`config.mk`:
```
export PLATFORM = sky130hd
export DESIGN_NAME = instrument_status_reporting
export DESIGN_NICKNAME = d
export VERILOG_FILES = /design/src/status_pkg.sv /design/src/status_group.sv /design/src/trigger_wait_hold.sv /design/src/instrument_status_reporting.sv
export VERILOG_INCLUDE_DIRS = /design/src
export SDC_FILE = /design/constraint.sdc
export NUM_CORES = 1
export LEC_CHECK = 0
export ABC_AREA = 1
export BUFFER_PORTS_ARGS = -buffer_cell sky130_fd_sc_hd__buf_2
export CAP_MARGIN = 20
export CORE_ASPECT_RATIO = 0.6
export CORE_MARGIN = 4
export CORE_UTILIZATION = 45
export CTS_BUF_LIST = sky130_fd_sc_hd__clkbuf_8
export DETAILED_ROUTE_END_ITERATION = 12
export GPL_ROUTABILITY_DRIVEN = 1
export PLACE_DENSITY = 0.62
export SLEW_MARGIN = 20
export SYNTH_ARGS = -nofsm -noshare
export SYNTH_HDL_FRONTEND = slang
export SYNTH_SLANG_ARGS = --single-unit
```
`constraint.sdc`:
```
create_clock -name mclk -period 7.13 [get_ports mclk]
set_input_delay 0.713 -clock mclk [delete_from_list [all_inputs] [get_ports mclk]]
set_output_delay 0.713 -clock mclk [all_outputs]
set_load 0.03 [all_outputs]
```
`src/status_regs.svh`:
```
// Purpose: Constants of the instrument status reporting block.
// Assumes: Included by the package, status_group and the top module by bare name.
// Notes: Selector codes address the registers over the query port.
// Operation
// - Bit 3 zero when no error.
// - Status byte bit 4 flags waiting reply.
// - Four condition registers, 16 and 8 bits.
// - Event register latches events, read clears all but rises in the read cycle.
// - Enable register gates events into summary.
// - Only zero-to-one condition transitions set events.
// - Enabled questionable event asserts status bit 3.
// - Bit 6 is OR of enabled other bits.
// - Bit 6 one drives the service request line.
// - Non-empty error queue sets service request bit 3.
// - Operation bits 0-4, 7, 13, 15 read zero.
// - Operation bit 5 trigger wait, held while low.
// - Operation bit 6 set while transient armed.
// - Operation bits 8 and 10: CV, CC.
// - Operation bits 9, 12 events only, unreadable.
// - Operation bit 11 sample done, 14 list running.
// - Questionable bits 0 and 1 show mode.
// - Questionable bits 3 thermal, 6 slave fault.
// - Bits 12, 13 protection; external reference sets both.
// - Questionable bit 14 set while sinking.
// - Questionable bits 2, 4, 5, 7-11, 15 zero.
`ifndef STATUS_REGS_SVH
`define STATUS_REGS_SVH

`define SEL_OPERATION_STATUS_COND 4'h0
`define SEL_OPERATION_STATUS_EVT 4'h1
`define SEL_OPERATION_STATUS_EN 4'h2
`define SEL_QUESTIONABLE_STATUS_COND 4'h3
`define SEL_QUESTIONABLE_STATUS_EVT 4'h4
`define SEL_QUESTIONABLE_STATUS_EN 4'h5
`define SEL_STD_COND 4'h6
`define SEL_STD_EVT 4'h7
`define SEL_STD_EN 4'h8
`define SEL_SRQ_COND 4'h9
`define SEL_SRQ_EVT 4'ha
`define SEL_SRQ_EN 4'hb

`define OPERATION_STATUS_WAIT_TRIG 5
`define OPERATION_STATUS_ARMED 6
`define OPERATION_STATUS_CV 8
`define OPERATION_STATUS_TRAN_DONE 9
`define OPERATION_STATUS_CC 10
`define OPERATION_STATUS_SAMPLE 11
`define OPERATION_STATUS_LIST_DONE 12
`define OPERATION_STATUS_LIST_RUN 14
`define OPERATION_STATUS_READ_MASK 16'h4d60

`define QUESTIONABLE_STATUS_CURR_MODE 0
`define QUESTIONABLE_STATUS_VOLT_MODE 1
`define QUESTIONABLE_STATUS_THERMAL 3
`define QUESTIONABLE_STATUS_SLAVE 6
`define QUESTIONABLE_STATUS_VPROT 12
`define QUESTIONABLE_STATUS_CPROT 13
`define QUESTIONABLE_STATUS_SINK 14
`define QUESTIONABLE_STATUS_READ_MASK 16'h704b

`define STB_QUESTIONABLE_STATUS 3
`define STB_MSG 4
`define STB_STD 5
`define STB_RQS 6
`define STB_OPERATION_STATUS 7

`define EN16_RESET 16'h0000
`define EN8_RESET 8'h00
`define DATA16_RESET 16'h0000
`define DATA8_RESET 8'h00

`endif

```
`src/status_pkg.sv`:
```
// Purpose: Types shared by the status reporting modules.
// Assumes: Constants come from the guarded header.
// Notes: Selectors are fixed by the header codes.
`include "status_regs.svh"
package status_pkg;

  typedef enum logic [3:0] {
    SEL_OPERATION_STATUS_COND = `SEL_OPERATION_STATUS_COND,
    SEL_OPERATION_STATUS_EVT = `SEL_OPERATION_STATUS_EVT,
    SEL_OPERATION_STATUS_EN = `SEL_OPERATION_STATUS_EN,
    SEL_QUESTIONABLE_STATUS_COND = `SEL_QUESTIONABLE_STATUS_COND,
    SEL_QUESTIONABLE_STATUS_EVT = `SEL_QUESTIONABLE_STATUS_EVT,
    SEL_QUESTIONABLE_STATUS_EN = `SEL_QUESTIONABLE_STATUS_EN,
    SEL_STD_COND = `SEL_STD_COND,
    SEL_STD_EVT = `SEL_STD_EVT,
    SEL_STD_EN = `SEL_STD_EN,
    SEL_SRQ_COND = `SEL_SRQ_COND,
    SEL_SRQ_EVT = `SEL_SRQ_EVT,
    SEL_SRQ_EN = `SEL_SRQ_EN
  } reg_sel_type;

  typedef struct packed {
    logic trigEnabled;
    logic trigExternal;
    logic trigInput;
    logic transientArmed;
    logic constVoltage;
    logic transientDone;
    logic constCurrent;
    logic sampleDone;
    logic listDone;
    logic listRunning;
  } operation_in_type;

  typedef struct packed {
    logic currentMode;
    logic voltageMode;
    logic thermalErr;
    logic slaveFault;
    logic voltProtErr;
    logic currProtErr;
    logic extRefEnabled;
    logic sinking;
  } questionable_in_type;

  typedef struct packed {
    logic rd;
    logic wr;
    reg_sel_type sel;
    logic [15:0] wdata;
  } reg_req_type;

endpackage

```
`src/status_group.sv`:
```
// Purpose: One condition register group with event latch and enable.
// Assumes: Reset is already synchronised to mclk.
// Notes: Summary is combinational from current event and enable contents.
`timescale 1ns/1ps
`include "status_regs.svh"
module status_group #(
  parameter int W = 16
) (
  // Clock and reset.
  input wire logic mclk,
  input wire logic rstSync_n,
  // Condition and access.
  input wire logic [W-1:0] condIn,
  input wire logic readEvt,
  input wire logic wrEn,
  input wire logic [W-1:0] enIn,
  // State out.
  output logic [W-1:0] evtOut,
  output logic [W-1:0] enOut,
  output logic summary
);
  logic [W-1:0] cond_q;
  logic [W-1:0] cond_d;
  logic [W-1:0] evt_q;
  logic [W-1:0] evt_d;
  logic [W-1:0] en_q;
  logic [W-1:0] en_d;
  logic [W-1:0] rise;

  genvar i;
  generate
    for (i = 0; i < W; i++) begin : g_edge
      assign rise[i] = condIn[i] & ~cond_q[i];
    end
  endgenerate

  always_comb begin
    cond_d = condIn;
    evt_d = (readEvt ? '0 : evt_q) | rise;
    en_d = wrEn ? enIn : en_q;
  end

  always_ff @(posedge mclk or negedge rstSync_n) begin
    if (!rstSync_n) begin
      cond_q <= '0;
      evt_q <= '0;
      en_q <= '0;
    end else begin
      cond_q <= cond_d;
      evt_q <= evt_d;
      en_q <= en_d;
    end
  end

  assign evtOut = evt_q;
  assign enOut = en_q;
  assign summary = |(evt_q & en_q);
endmodule

```
`src/trigger_wait_hold.sv`:
```
// Purpose: Produces the trigger wait flag with external input hold.
// Assumes: Trigger input is synchronous to mclk.
// Notes: The hold starts when the input goes low with external source.
`timescale 1ns/1ps
module trigger_wait_hold (
  // Clock and reset.
  input wire logic mclk,
  input wire logic rstSync_n,
  // Trigger state.
  input wire logic trigEnabled,
  input wire logic trigExternal,
  input wire logic trigInput,
  // Flag out.
  output logic triggerWaitFlag
);
  logic hold_q;
  logic hold_d;

  always_comb begin
    hold_d = hold_q;
    if (trigInput) begin
      hold_d = 1'b0;
    end else if (trigExternal && trigEnabled) begin
      hold_d = 1'b1;
    end
  end

  always_ff @(posedge mclk or negedge rstSync_n) begin
    if (!rstSync_n) begin
      hold_q <= 1'b0;
    end else begin
      hold_q <= hold_d;
    end
  end

  assign triggerWaitFlag = trigEnabled | hold_q;
endmodule

```
`src/instrument_status_reporting.sv`:
```
// Purpose: Status reporting of the instrument: four register groups and request line.
// Assumes: Command parser drives the register request port; inputs are synchronous.
// Notes: Event registers clear on the cycle their read is taken.
`timescale 1ns/1ps
`include "status_regs.svh"
module instrument_status_reporting
  import status_pkg::*;
(
  // Clock and reset.
  input wire logic mclk,
  input wire logic arst_n,
  // Instrument state.
  input wire operation_in_type operationIn,
  input wire questionable_in_type questionableIn,
  input wire logic [7:0] stdEventIn,
  input wire logic errQueueNotEmpty,
  input wire logic replyWaiting,
  // Register request from the parser.
  input wire reg_req_type regReq,
  // Read answer.
  output logic [15:0] regRdata_q,
  output logic regRvalid_q,
  // Status byte and service request.
  output logic [7:0] statusByte_q,
  output logic srqAssert_q
);
  logic rstMeta_q;
  logic rstSync_n;
  logic waitFlag;
  logic [15:0] operCond;
  logic [15:0] operEvtSrc;
  logic [15:0] operRead;
  logic [15:0] quesCond;
  logic [15:0] quesRead;
  logic [7:0] stbCond;
  logic [15:0] operEvt;
  logic [15:0] operEn;
  logic [15:0] quesEvt;
  logic [15:0] quesEn;
  logic [7:0] stdEvt;
  logic [7:0] stdEn;
  logic [7:0] srqEvt;
  logic [7:0] srqEn;
  logic operSum;
  logic quesSum;
  logic stdSum;
  logic rdOperEvt;
  logic rdQuesEvt;
  logic rdStdEvt;
  logic rdSrqEvt;
  logic wrOperEn;
  logic wrQuesEn;
  logic wrStdEn;
  logic wrSrqEn;
  logic protAny;
  logic rqs;
  logic [15:0] rdata_d;
  logic rvalid_d;
  logic [7:0] stb_d;
  logic srq_d;
  logic [15:0] stdCondWide;

  // Reset release through two flip-flops.
  always_ff @(posedge mclk or negedge arst_n) begin
    if (!arst_n) begin
      rstMeta_q <= 1'b0;
      rstSync_n <= 1'b0;
    end else begin
      rstMeta_q <= 1'b1;
      rstSync_n <= rstMeta_q;
    end
  end

  function automatic logic isSel(input reg_req_type r, input reg_sel_type s);
    isSel = (r.sel == s);
  endfunction

  function automatic logic [15:0] widenByte(input logic [7:0] b);
    widenByte = {8'h00, b};
  endfunction

  // Register port strobes, one per event read and enable write.
  always_comb begin
    rdOperEvt = regReq.rd && isSel(regReq, SEL_OPERATION_STATUS_EVT);
    rdQuesEvt = regReq.rd && isSel(regReq, SEL_QUESTIONABLE_STATUS_EVT);
    rdStdEvt = regReq.rd && isSel(regReq, SEL_STD_EVT);
    rdSrqEvt = regReq.rd && isSel(regReq, SEL_SRQ_EVT);
    wrOperEn = regReq.wr && isSel(regReq, SEL_OPERATION_STATUS_EN);
    wrQuesEn = regReq.wr && isSel(regReq, SEL_QUESTIONABLE_STATUS_EN);
    wrStdEn = regReq.wr && isSel(regReq, SEL_STD_EN);
    wrSrqEn = regReq.wr && isSel(regReq, SEL_SRQ_EN);
  end

  trigger_wait_hold u_trig (
    .mclk(mclk),
    .rstSync_n(rstSync_n),
    .trigEnabled(operationIn.trigEnabled),
    .trigExternal(operationIn.trigExternal),
    .trigInput(operationIn.trigInput),
    .triggerWaitFlag(waitFlag)
  );

  // Operation condition; transient and list done bits feed events but read as zero.
  always_comb begin
    operEvtSrc = 16'h0000;
    operEvtSrc[`OPERATION_STATUS_WAIT_TRIG] = waitFlag;
    operEvtSrc[`OPERATION_STATUS_ARMED] = operationIn.transientArmed;
    operEvtSrc[`OPERATION_STATUS_CV] = operationIn.constVoltage;
    operEvtSrc[`OPERATION_STATUS_TRAN_DONE] = operationIn.transientDone;
    operEvtSrc[`OPERATION_STATUS_CC] = operationIn.constCurrent;
    operEvtSrc[`OPERATION_STATUS_SAMPLE] = operationIn.sampleDone;
    operEvtSrc[`OPERATION_STATUS_LIST_DONE] = operationIn.listDone;
    operEvtSrc[`OPERATION_STATUS_LIST_RUN] = operationIn.listRunning;
    operCond = operEvtSrc;
    operRead = operCond & `OPERATION_STATUS_READ_MASK;
  end

  // Questionable condition.
  assign protAny = questionableIn.voltProtErr | questionableIn.currProtErr;

  always_comb begin
    quesCond = 16'h0000;
    quesCond[`QUESTIONABLE_STATUS_CURR_MODE] = questionableIn.currentMode;
    quesCond[`QUESTIONABLE_STATUS_VOLT_MODE] = questionableIn.voltageMode;
    quesCond[`QUESTIONABLE_STATUS_THERMAL] = questionableIn.thermalErr;
    quesCond[`QUESTIONABLE_STATUS_SLAVE] = questionableIn.slaveFault;
    quesCond[`QUESTIONABLE_STATUS_SINK] = questionableIn.sinking;
    if (questionableIn.extRefEnabled) begin
      quesCond[`QUESTIONABLE_STATUS_VPROT] = protAny;
      quesCond[`QUESTIONABLE_STATUS_CPROT] = protAny;
    end else begin
      quesCond[`QUESTIONABLE_STATUS_VPROT] = questionableIn.voltProtErr;
      quesCond[`QUESTIONABLE_STATUS_CPROT] = questionableIn.currProtErr;
    end
    quesRead = quesCond & `QUESTIONABLE_STATUS_READ_MASK;
  end

  // Four register groups of 16 and 8 bits.
  status_group #(.W(16)) u_operation_status (
    .mclk(mclk),
    .rstSync_n(rstSync_n),
    .condIn(operEvtSrc),
    .readEvt(rdOperEvt),
    .wrEn(wrOperEn),
    .enIn(regReq.wdata),
    .evtOut(operEvt),
    .enOut(operEn),
    .summary(operSum)
  );

  status_group #(.W(16)) u_questionable_status (
    .mclk(mclk),
    .rstSync_n(rstSync_n),
    .condIn(quesCond),
    .readEvt(rdQuesEvt),
    .wrEn(wrQuesEn),
    .enIn(regReq.wdata),
    .evtOut(quesEvt),
    .enOut(quesEn),
    .summary(quesSum)
  );

  status_group #(.W(8)) u_std (
    .mclk(mclk),
    .rstSync_n(rstSync_n),
    .condIn(stdEventIn),
    .readEvt(rdStdEvt),
    .wrEn(wrStdEn),
    .enIn(regReq.wdata[7:0]),
    .evtOut(stdEvt),
    .enOut(stdEn),
    .summary(stdSum)
  );

  // Status byte from current summaries, recomputed every cycle.
  always_comb begin
    stbCond = 8'h00;
    stbCond[`STB_QUESTIONABLE_STATUS] = quesSum | errQueueNotEmpty;
    stbCond[`STB_MSG] = replyWaiting;
    stbCond[`STB_STD] = stdSum;
    stbCond[`STB_OPERATION_STATUS] = operSum;
    rqs = 1'b0;
    for (int b = 0; b < 8; b++) begin
      if (b != `STB_RQS) begin
        rqs = rqs | (stbCond[b] & srqEn[b]);
      end
    end
    stbCond[`STB_RQS] = rqs;
  end

  status_group #(.W(8)) u_srq (
    .mclk(mclk),
    .rstSync_n(rstSync_n),
    .condIn(stbCond),
    .readEvt(rdSrqEvt),
    .wrEn(wrSrqEn),
    .enIn(regReq.wdata[7:0]),
    .evtOut(srqEvt),
    .enOut(srqEn),
    .summary()
  );

  assign stdCondWide = widenByte(stdEventIn);

  // Read mux and output registers.
  always_comb begin
    rdata_d = regRdata_q;
    rvalid_d = regReq.rd;
    stb_d = stbCond;
    srq_d = stbCond[`STB_RQS];
    if (regReq.rd) begin
      case (regReq.sel)
        SEL_OPERATION_STATUS_COND: rdata_d = operRead;
        SEL_OPERATION_STATUS_EVT: rdata_d = operEvt;
        SEL_OPERATION_STATUS_EN: rdata_d = operEn;
        SEL_QUESTIONABLE_STATUS_COND: rdata_d = quesRead;
        SEL_QUESTIONABLE_STATUS_EVT: rdata_d = quesEvt;
        SEL_QUESTIONABLE_STATUS_EN: rdata_d = quesEn;
        SEL_STD_COND: rdata_d = stdCondWide;
        SEL_STD_EVT: rdata_d = widenByte(stdEvt);
        SEL_STD_EN: rdata_d = widenByte(stdEn);
        SEL_SRQ_COND: rdata_d = widenByte(stbCond);
        SEL_SRQ_EVT: rdata_d = widenByte(srqEvt);
        SEL_SRQ_EN: rdata_d = widenByte(srqEn);
        default: rdata_d = `DATA16_RESET;
      endcase
    end
  end

  always_ff @(posedge mclk or negedge rstSync_n) begin
    if (!rstSync_n) begin
      regRdata_q <= `DATA16_RESET;
      regRvalid_q <= 1'b0;
      statusByte_q <= `DATA8_RESET;
      srqAssert_q <= 1'b0;
    end else begin
      regRdata_q <= rdata_d;
      regRvalid_q <= rvalid_d;
      statusByte_q <= stb_d;
      srqAssert_q <= srq_d;
    end
  end
endmodule

```
# --- Word-level counts from Yosys, hierarchy flattened ---
# Cells that the tools add are included.
# W data, S select, Z words.
totals:
  register_bits: 145
  input_bits: 52
  output_inout_bits: 26
  wordCells: 124
op_classes:
  n_eq_ne: 11
  n_mux: 8
  bitwise: 73
  n_reduce_logical: 14
ops:
  columns: ["operator", "count"]
  rows:
  - ["$pmux W16 S12", 1]
  - ["$and A1 B1 Y1", 32]
  - ["$and A16 B16 Y16", 2]
  - ["$mux W16", 2]
  - ["$or A16 B15 Y16", 2]
  - ["$reduce_or A16 Y1", 2]
  - ["$not A1 Y1", 28]
  - ["$eq A4 B3 Y1 const B", 4]
  - ["$eq A4 B4 Y1 const B", 4]
  - ["$mux W8", 2]
  - ["$or A8 B8 Y8", 2]
  - ["$logic_and A1 B1 Y1", 9]
  - ["$and A8 B8 Y8", 1]
  - ["$eq A4 B2 Y1 const B", 2]
  - ["$reduce_or A8 Y1", 1]
  - ["$or A1 B1 Y1", 6]
  - ["$eq A4 B1 Y1 const B", 1]
  - ["$logic_not A4 Y1", 1]
  - ["$mux W1", 2]
  - ["$mux W2", 1]
  - ["$reduce_bool A2 Y1", 1]

# --- Longest topological paths before layout ---
logic_depth:
  word_depth: 9
  mapped_depth: 11
  mapped_depth_nobuf: 11

# --- Hierarchy ---
# Synthesis repeated with hierarchy kept, for this count alone.
unflattened:
  hier_cells: 835
  area_unflattened_um2: 7393.3
modules_own_cells:
  columns: ["mod", "instances", "cells_per_inst", "area_each_um2"]
  rows:
  - ["status_group at u_operation_status ...", 2, 151, 1814.2]
  - ["instrument_status_reporting", 1, 350, 1954.4]
  - ["status_group at u_srq ...", 2, 89, 883.3]
  - ["trigger_wait_hold", 1, 5, 43.8]

# --- Least setup slack after synthesis ---
# No wires, ideal clock.
synth_timing:
  path_kind: "input port to flip-flop"
  start: "input regReq[19] (netlist name)"
  end: "register regRdata_q[1]"
  setup_ns: 0.120
  t_arrival_ns: 1.456
  slack_ns: 5.554
  stages: 8
  cell_sequence: "inv_2 > nand2_1 > nor2_2 > inv_2 > o21ai_1 > or2_1 > o21ai_1 > nand2_1"
synth_via:
  elab_chain_cells: 2
  word_cells_on_any_way: 13
  classes_between: "11 x eq/ne; 1 x mux; 1 x reduce/logical"
synth_lines:
  columns: ["item", "line", "text"]
  rows:
  - ["start, declared", "instrument_status_reporting.sv:19", "input wire reg_req_type regReq,"]
  - ["$eq A4 B4 Y1, or another cell as far along", "instrument_status_reporting.sv:212", "case (regReq.sel)"]
  - ["$pmux W16 S12 (*)", "instrument_status_reporting.sv:212", null]
  - ["end signal, assigned", "instrument_status_reporting.sv:232", "regRdata_q <= `DATA16_RESET;"]
  - ["end signal, assigned", "instrument_status_reporting.sv:237", "regRdata_q <= rdata_d;"]
  - ["end, declared", "instrument_status_reporting.sv:21", "output logic [15:0] regRdata_q,"]
# Every way passes the cells marked *; elsewhere a longest branch is shown, timed or not.
# A chain may end at the register's enable or synchronous reset.

# --- Final worst setup path ---
layout_timing:
  start: "input regReq[19] (netlist name)"
  end: "register u_questionable_status.en_q[10] (netlist: u_questionable_status.enOut[10])"
layout_via:
  elab_chain_cells: 2
layout_lines:
  columns: ["item", "line", "text"]
  rows:
  - ["$eq A4 B3 Y1", "instrument_status_reporting.sv:75", "isSel = (r.sel == s);"]
  - ["$logic_and A1 B1 Y1", "instrument_status_reporting.sv:89", "wrQuesEn = regReq.wr && isSel(regReq, SEL_QUESTIONABLE_STATUS_EN);"]
  - ["end signal, assigned", "status_group.sv:51", "en_q <= en_d;"]
  - ["end, declared", "status_group.sv:26", "logic [W-1:0] en_q;"]
# No other way between the ends.

==> run_results.csv <==
group,metric,value,unit
power_and_ir_drop,leakage,3.23,nW
logic_synthesis,synth-seq-area-share,58.6,%
cells_and_area,stdcell_area,0.00622,mm^2
place,dpl.hpwl,9800,um
critical_path,r2r_slack,5.43,ns
cts,clock_sink_count,124,
cts,clock_tree.htree_level_count,4,
place,pre_cts_ws,4.67,ns
critical_path,critical_setup_path_kind,"primary input to register",
cts,clk-insertion-delay-late,0.44,ns
sta,post_route_worst_setup_slack,5.12,ns
cts,clock_tree.root_cell,"clkbuf_8",
cts,ctsLongestPathBuffers,2,
critical_path,worst_path_cell_with_the_longest_stage_delay,"nand2_2",
global_route,antenna_found_initial,0,
power_and_ir_drop,power_switching_share,29.1,%
drt,detail_route.first_pass.iterations,5,
critical_path,path_max_fanout,32,
sta,max_slew.worst_pin.slew,0.815,ns
global_route,first_global_vias,4290,
critical_path,critical_path.reg2reg.startpoint,"rstSync_n",
drt,aggregate_routed_wire_length,13800,um
power_and_ir_drop,cell_internal_pwr,1.27,mW
logic_synthesis,synth.avg_cell_area,8.52,um^2
sta,fin_setup_tns,0,ns
sta,max-slew-margin-rel,45.7,%
job,timing.max_cap.violations,0,
place,gp_congestion,0.859,
drt,route.vias.total,4413,
floorplan,num_io_pins,78,
global_route,grt_first_pass_wirelength,22800,um
cells_and_area,final_core_util,54.5,%
floorplan,design.core.area,0.0114,mm^2
critical_path,crit_family,"simple AND/OR/NAND/NOR gates",
sta,max_freq,498,MHz
logic_synthesis,synthesis.area,0.00530,mm^2
cells_and_area,register_area,0.00311,mm^2
cts,post_cts_resized,0,
cells_and_area,multiInputGateArea,0.00183,mm^2
worst_hold_path,hold_removal_path_class,"primary input to async pin",
global_route,global_route.usage.met2,30.6,%
cells_and_area,syn2layout_area_growth,17.4,%
sta,maxSlewViolCount,0,
logic_synthesis,postSynthRegisterBits,124,
drt,detailed_route_vias_per_instance,5.05,
floorplan,floorplan.initialDensity,46.4,%
power_and_ir_drop,pwr-share-comb,14.3,%
critical_path,setup.worst_path.start_class,"primary input",
power_and_ir_drop,power.switching,0.521,mW
logic_synthesis,postSynthCellCount,622,
cts,tritoncts,"done",
global_route,grt_start_max_net_pins,65,
global_route,grt_util_all_layers,21.7,%
sta,worst_clock_skew,0.0117,ns
global_route,grt.overflow.total,0,
sta,grt_setup_unrepaired,"false",
cells_and_area,fillCellCount,1130,
critical_path,worst_r2r_path_depth,1,
drt,drt.antenna.violating_nets,0,
sta,finalHoldViolCount,0,
cts,cts_hold_buf,0,
logic_synthesis,synth.top_cells.by_area,"dfrtp_1 (59%), nand2_1 (16%), o21ai_0 (7.3%), inv_1 (4.4%), o21ai_1 (2.9%)",
power_and_ir_drop,power.share.sequential,48.3,%
sta,final.period_utilization,28.2,%
drt,initial_drc_count,254,
power_and_ir_drop,worst_ir_drop_vdd,0.143,mV
cells_and_area,post_route_cells_drive_above_1_share,18.7,%
place,io_buffer_count,74,
cts,postCtsSetupRepairBufs,0,
power_and_ir_drop,power_per_cell_area,288,mW/mm^2
cells_and_area,diodes,0,
floorplan,fp.dieH,92.0,um
outcome,outcome,"completed",
floorplan,design.die.area,0.0136,mm^2
critical_path,end_kind,"register",
floorplan,chip_width,148,um
critical_path,path_buf_inv,2,
drt,drt_drc_violations_left,0,
floorplan,num_rows,30,
cts,tritoncts.num_buffers,17,
global_route,grt_most_used_layer,"met1",
cts,clkTransAtPathRegs,0.07,ns
critical_path,crit_chain,"buf_2 > inv_2 > nand2_1 > nor2_4 > nand2_2 > o21ai_0",
power_and_ir_drop,portion_of_total_power_attributed_to_the_clock_network,37.4,%
global_route,grtUsageMet1,32.9,%
logic_synthesis,netlist-cell-type-count,26,
critical_path,worstPathRequired,7.47,ns
global_route,use_met3,5.88,%
place,dpl_cell_area,0.00579,mm^2
critical_path,max_stage_delay,0.51,ns
sta,setup_viol,0,
logic_synthesis,synthDominantCellAreaShare,58.6,%
cells_and_area,layout.nets,752,
critical_path,worstReg2RegEnd,"u_srq.cond_q[3]",
logic_synthesis,ys_warnings,0,
sta,min_period,2.01,ns
logic_synthesis,synth_top_cell_by_area,"dfrtp_1",
drt,wl_per_cell,15.8,um
critical_path,worstPathArrival,2.35,ns
-- Yosys cell counts (all sizes together) --
cell type	number
o22ai	10
o211ai	2
a22o	1
dfrtp	124
nand4	4
clkbuf	6
nor3	1
o21ai	108
or2	2
conb	2
inv	71
nand2	231
o2111ai	3
nand3	7
nor2	30
o31ai	1
buf	13
a21oi	5
a21o	1
-- flip-flops by register name, summed over array words and instances, names as in the netlist, 5 cells and up --
register / flops
u_std.cond_q: 8
u_std.evtOut: 8
u_questionable_status.evtOut: 7
regRdata_q: 16
u_operation_status.evtOut: 8
u_operation_status.cond_q: 8
u_srq.cond_q: 5
u_operation_status.enOut: 16
u_srq.evtOut: 5
u_std.enOut: 8
u_questionable_status.cond_q: 7
u_questionable_status.enOut: 16
u_srq.enOut: 8
-- cells in the final DEF (no fill, tap or decap), types with 3 or more instances in the layout --
master / count
clkbuf_8: 18
nor2_4: 5
conb_1: 4
a21oi_1: 5
nor2_1: 22
clkinv_2: 3
nand2_1: 222
inv_2: 9
inv_1: 65
nor2_2: 3
buf_2: 74
o22ai_1: 10
o21ai_1: 31
nand4_1: 4
o2111ai_1: 3
o21ai_0: 77
nand2_2: 9
nand3_1: 7
bufinv_16: 4
dfrtp_1: 123
-- power groups by stage --
stage / sequential (mW) / combinational [mW] / clock (mW)
global route: 0.879 / 0.296 / 0.717
CTS: 0.866 / 0.258 / 0.676
floorplan: 0.897 / 0.145 / 0
finish: 0.866 / 0.256 / 0.670
global placement: 0.875 / 0.249 / 0
detailed placement: 0.878 / 0.256 / 0
-- area by class of cell --
type | count | area share [%]
repair buffers | 76 | 6.20
clock inverters | 14 | 2.88
multi-input cells | 410 | 29.5
flip-flops and latches | 124 | 50.0
well taps | 160 | 3.22
clock buffers | 18 | 3.98
inverters | 71 | 4.29
-- through the flow --
step	hold slack [ns]	std cells	power, mW
floorplan	0.331	624	1.04
global placement	0.345	841	1.12
detailed placement	0.337	841	1.13
CTS	0.0206	873	1.80
global route	0.0138	873	1.89
finish	0.0415	873	1.79
-- logic make-up (layout without fill, tap and decap cells) --
logic type	count (synthesis)	after routing	synth area share [%]
AO/OA/AOI/OAI	131	131	13.1
buffers and inverters	90	179	6.97
flip-flops	124	124	58.6
other	2	4	0.142
AND/OR/NAND/NOR	275	275	21.2
-- worst max path at each step --
stage                    start                               to  slack (ns)  cells after the start
detailed placement  regReq[19]   u_questionable_status.enOut[8]        4.67                      6
finish              regReq[19]  u_questionable_status.enOut[10]        5.12                      6
CTS                 regReq[19]  u_questionable_status.enOut[10]        5.12                      6
floorplan            rstSync_n                    regRdata_q[0]        3.42                      0
global route        regReq[19]   u_questionable_status.enOut[6]        4.93                      6
global placement    regReq[19]   u_questionable_status.enOut[8]        4.74                      7
-- routing by layer --
layer	vias to the layer above	wire length, um
li1	2130	-
met1	2097	6840
met2	175	5700
met3	11	1170
met4	0	124
met5	-	0
Power figures use the tool's default switching activity.
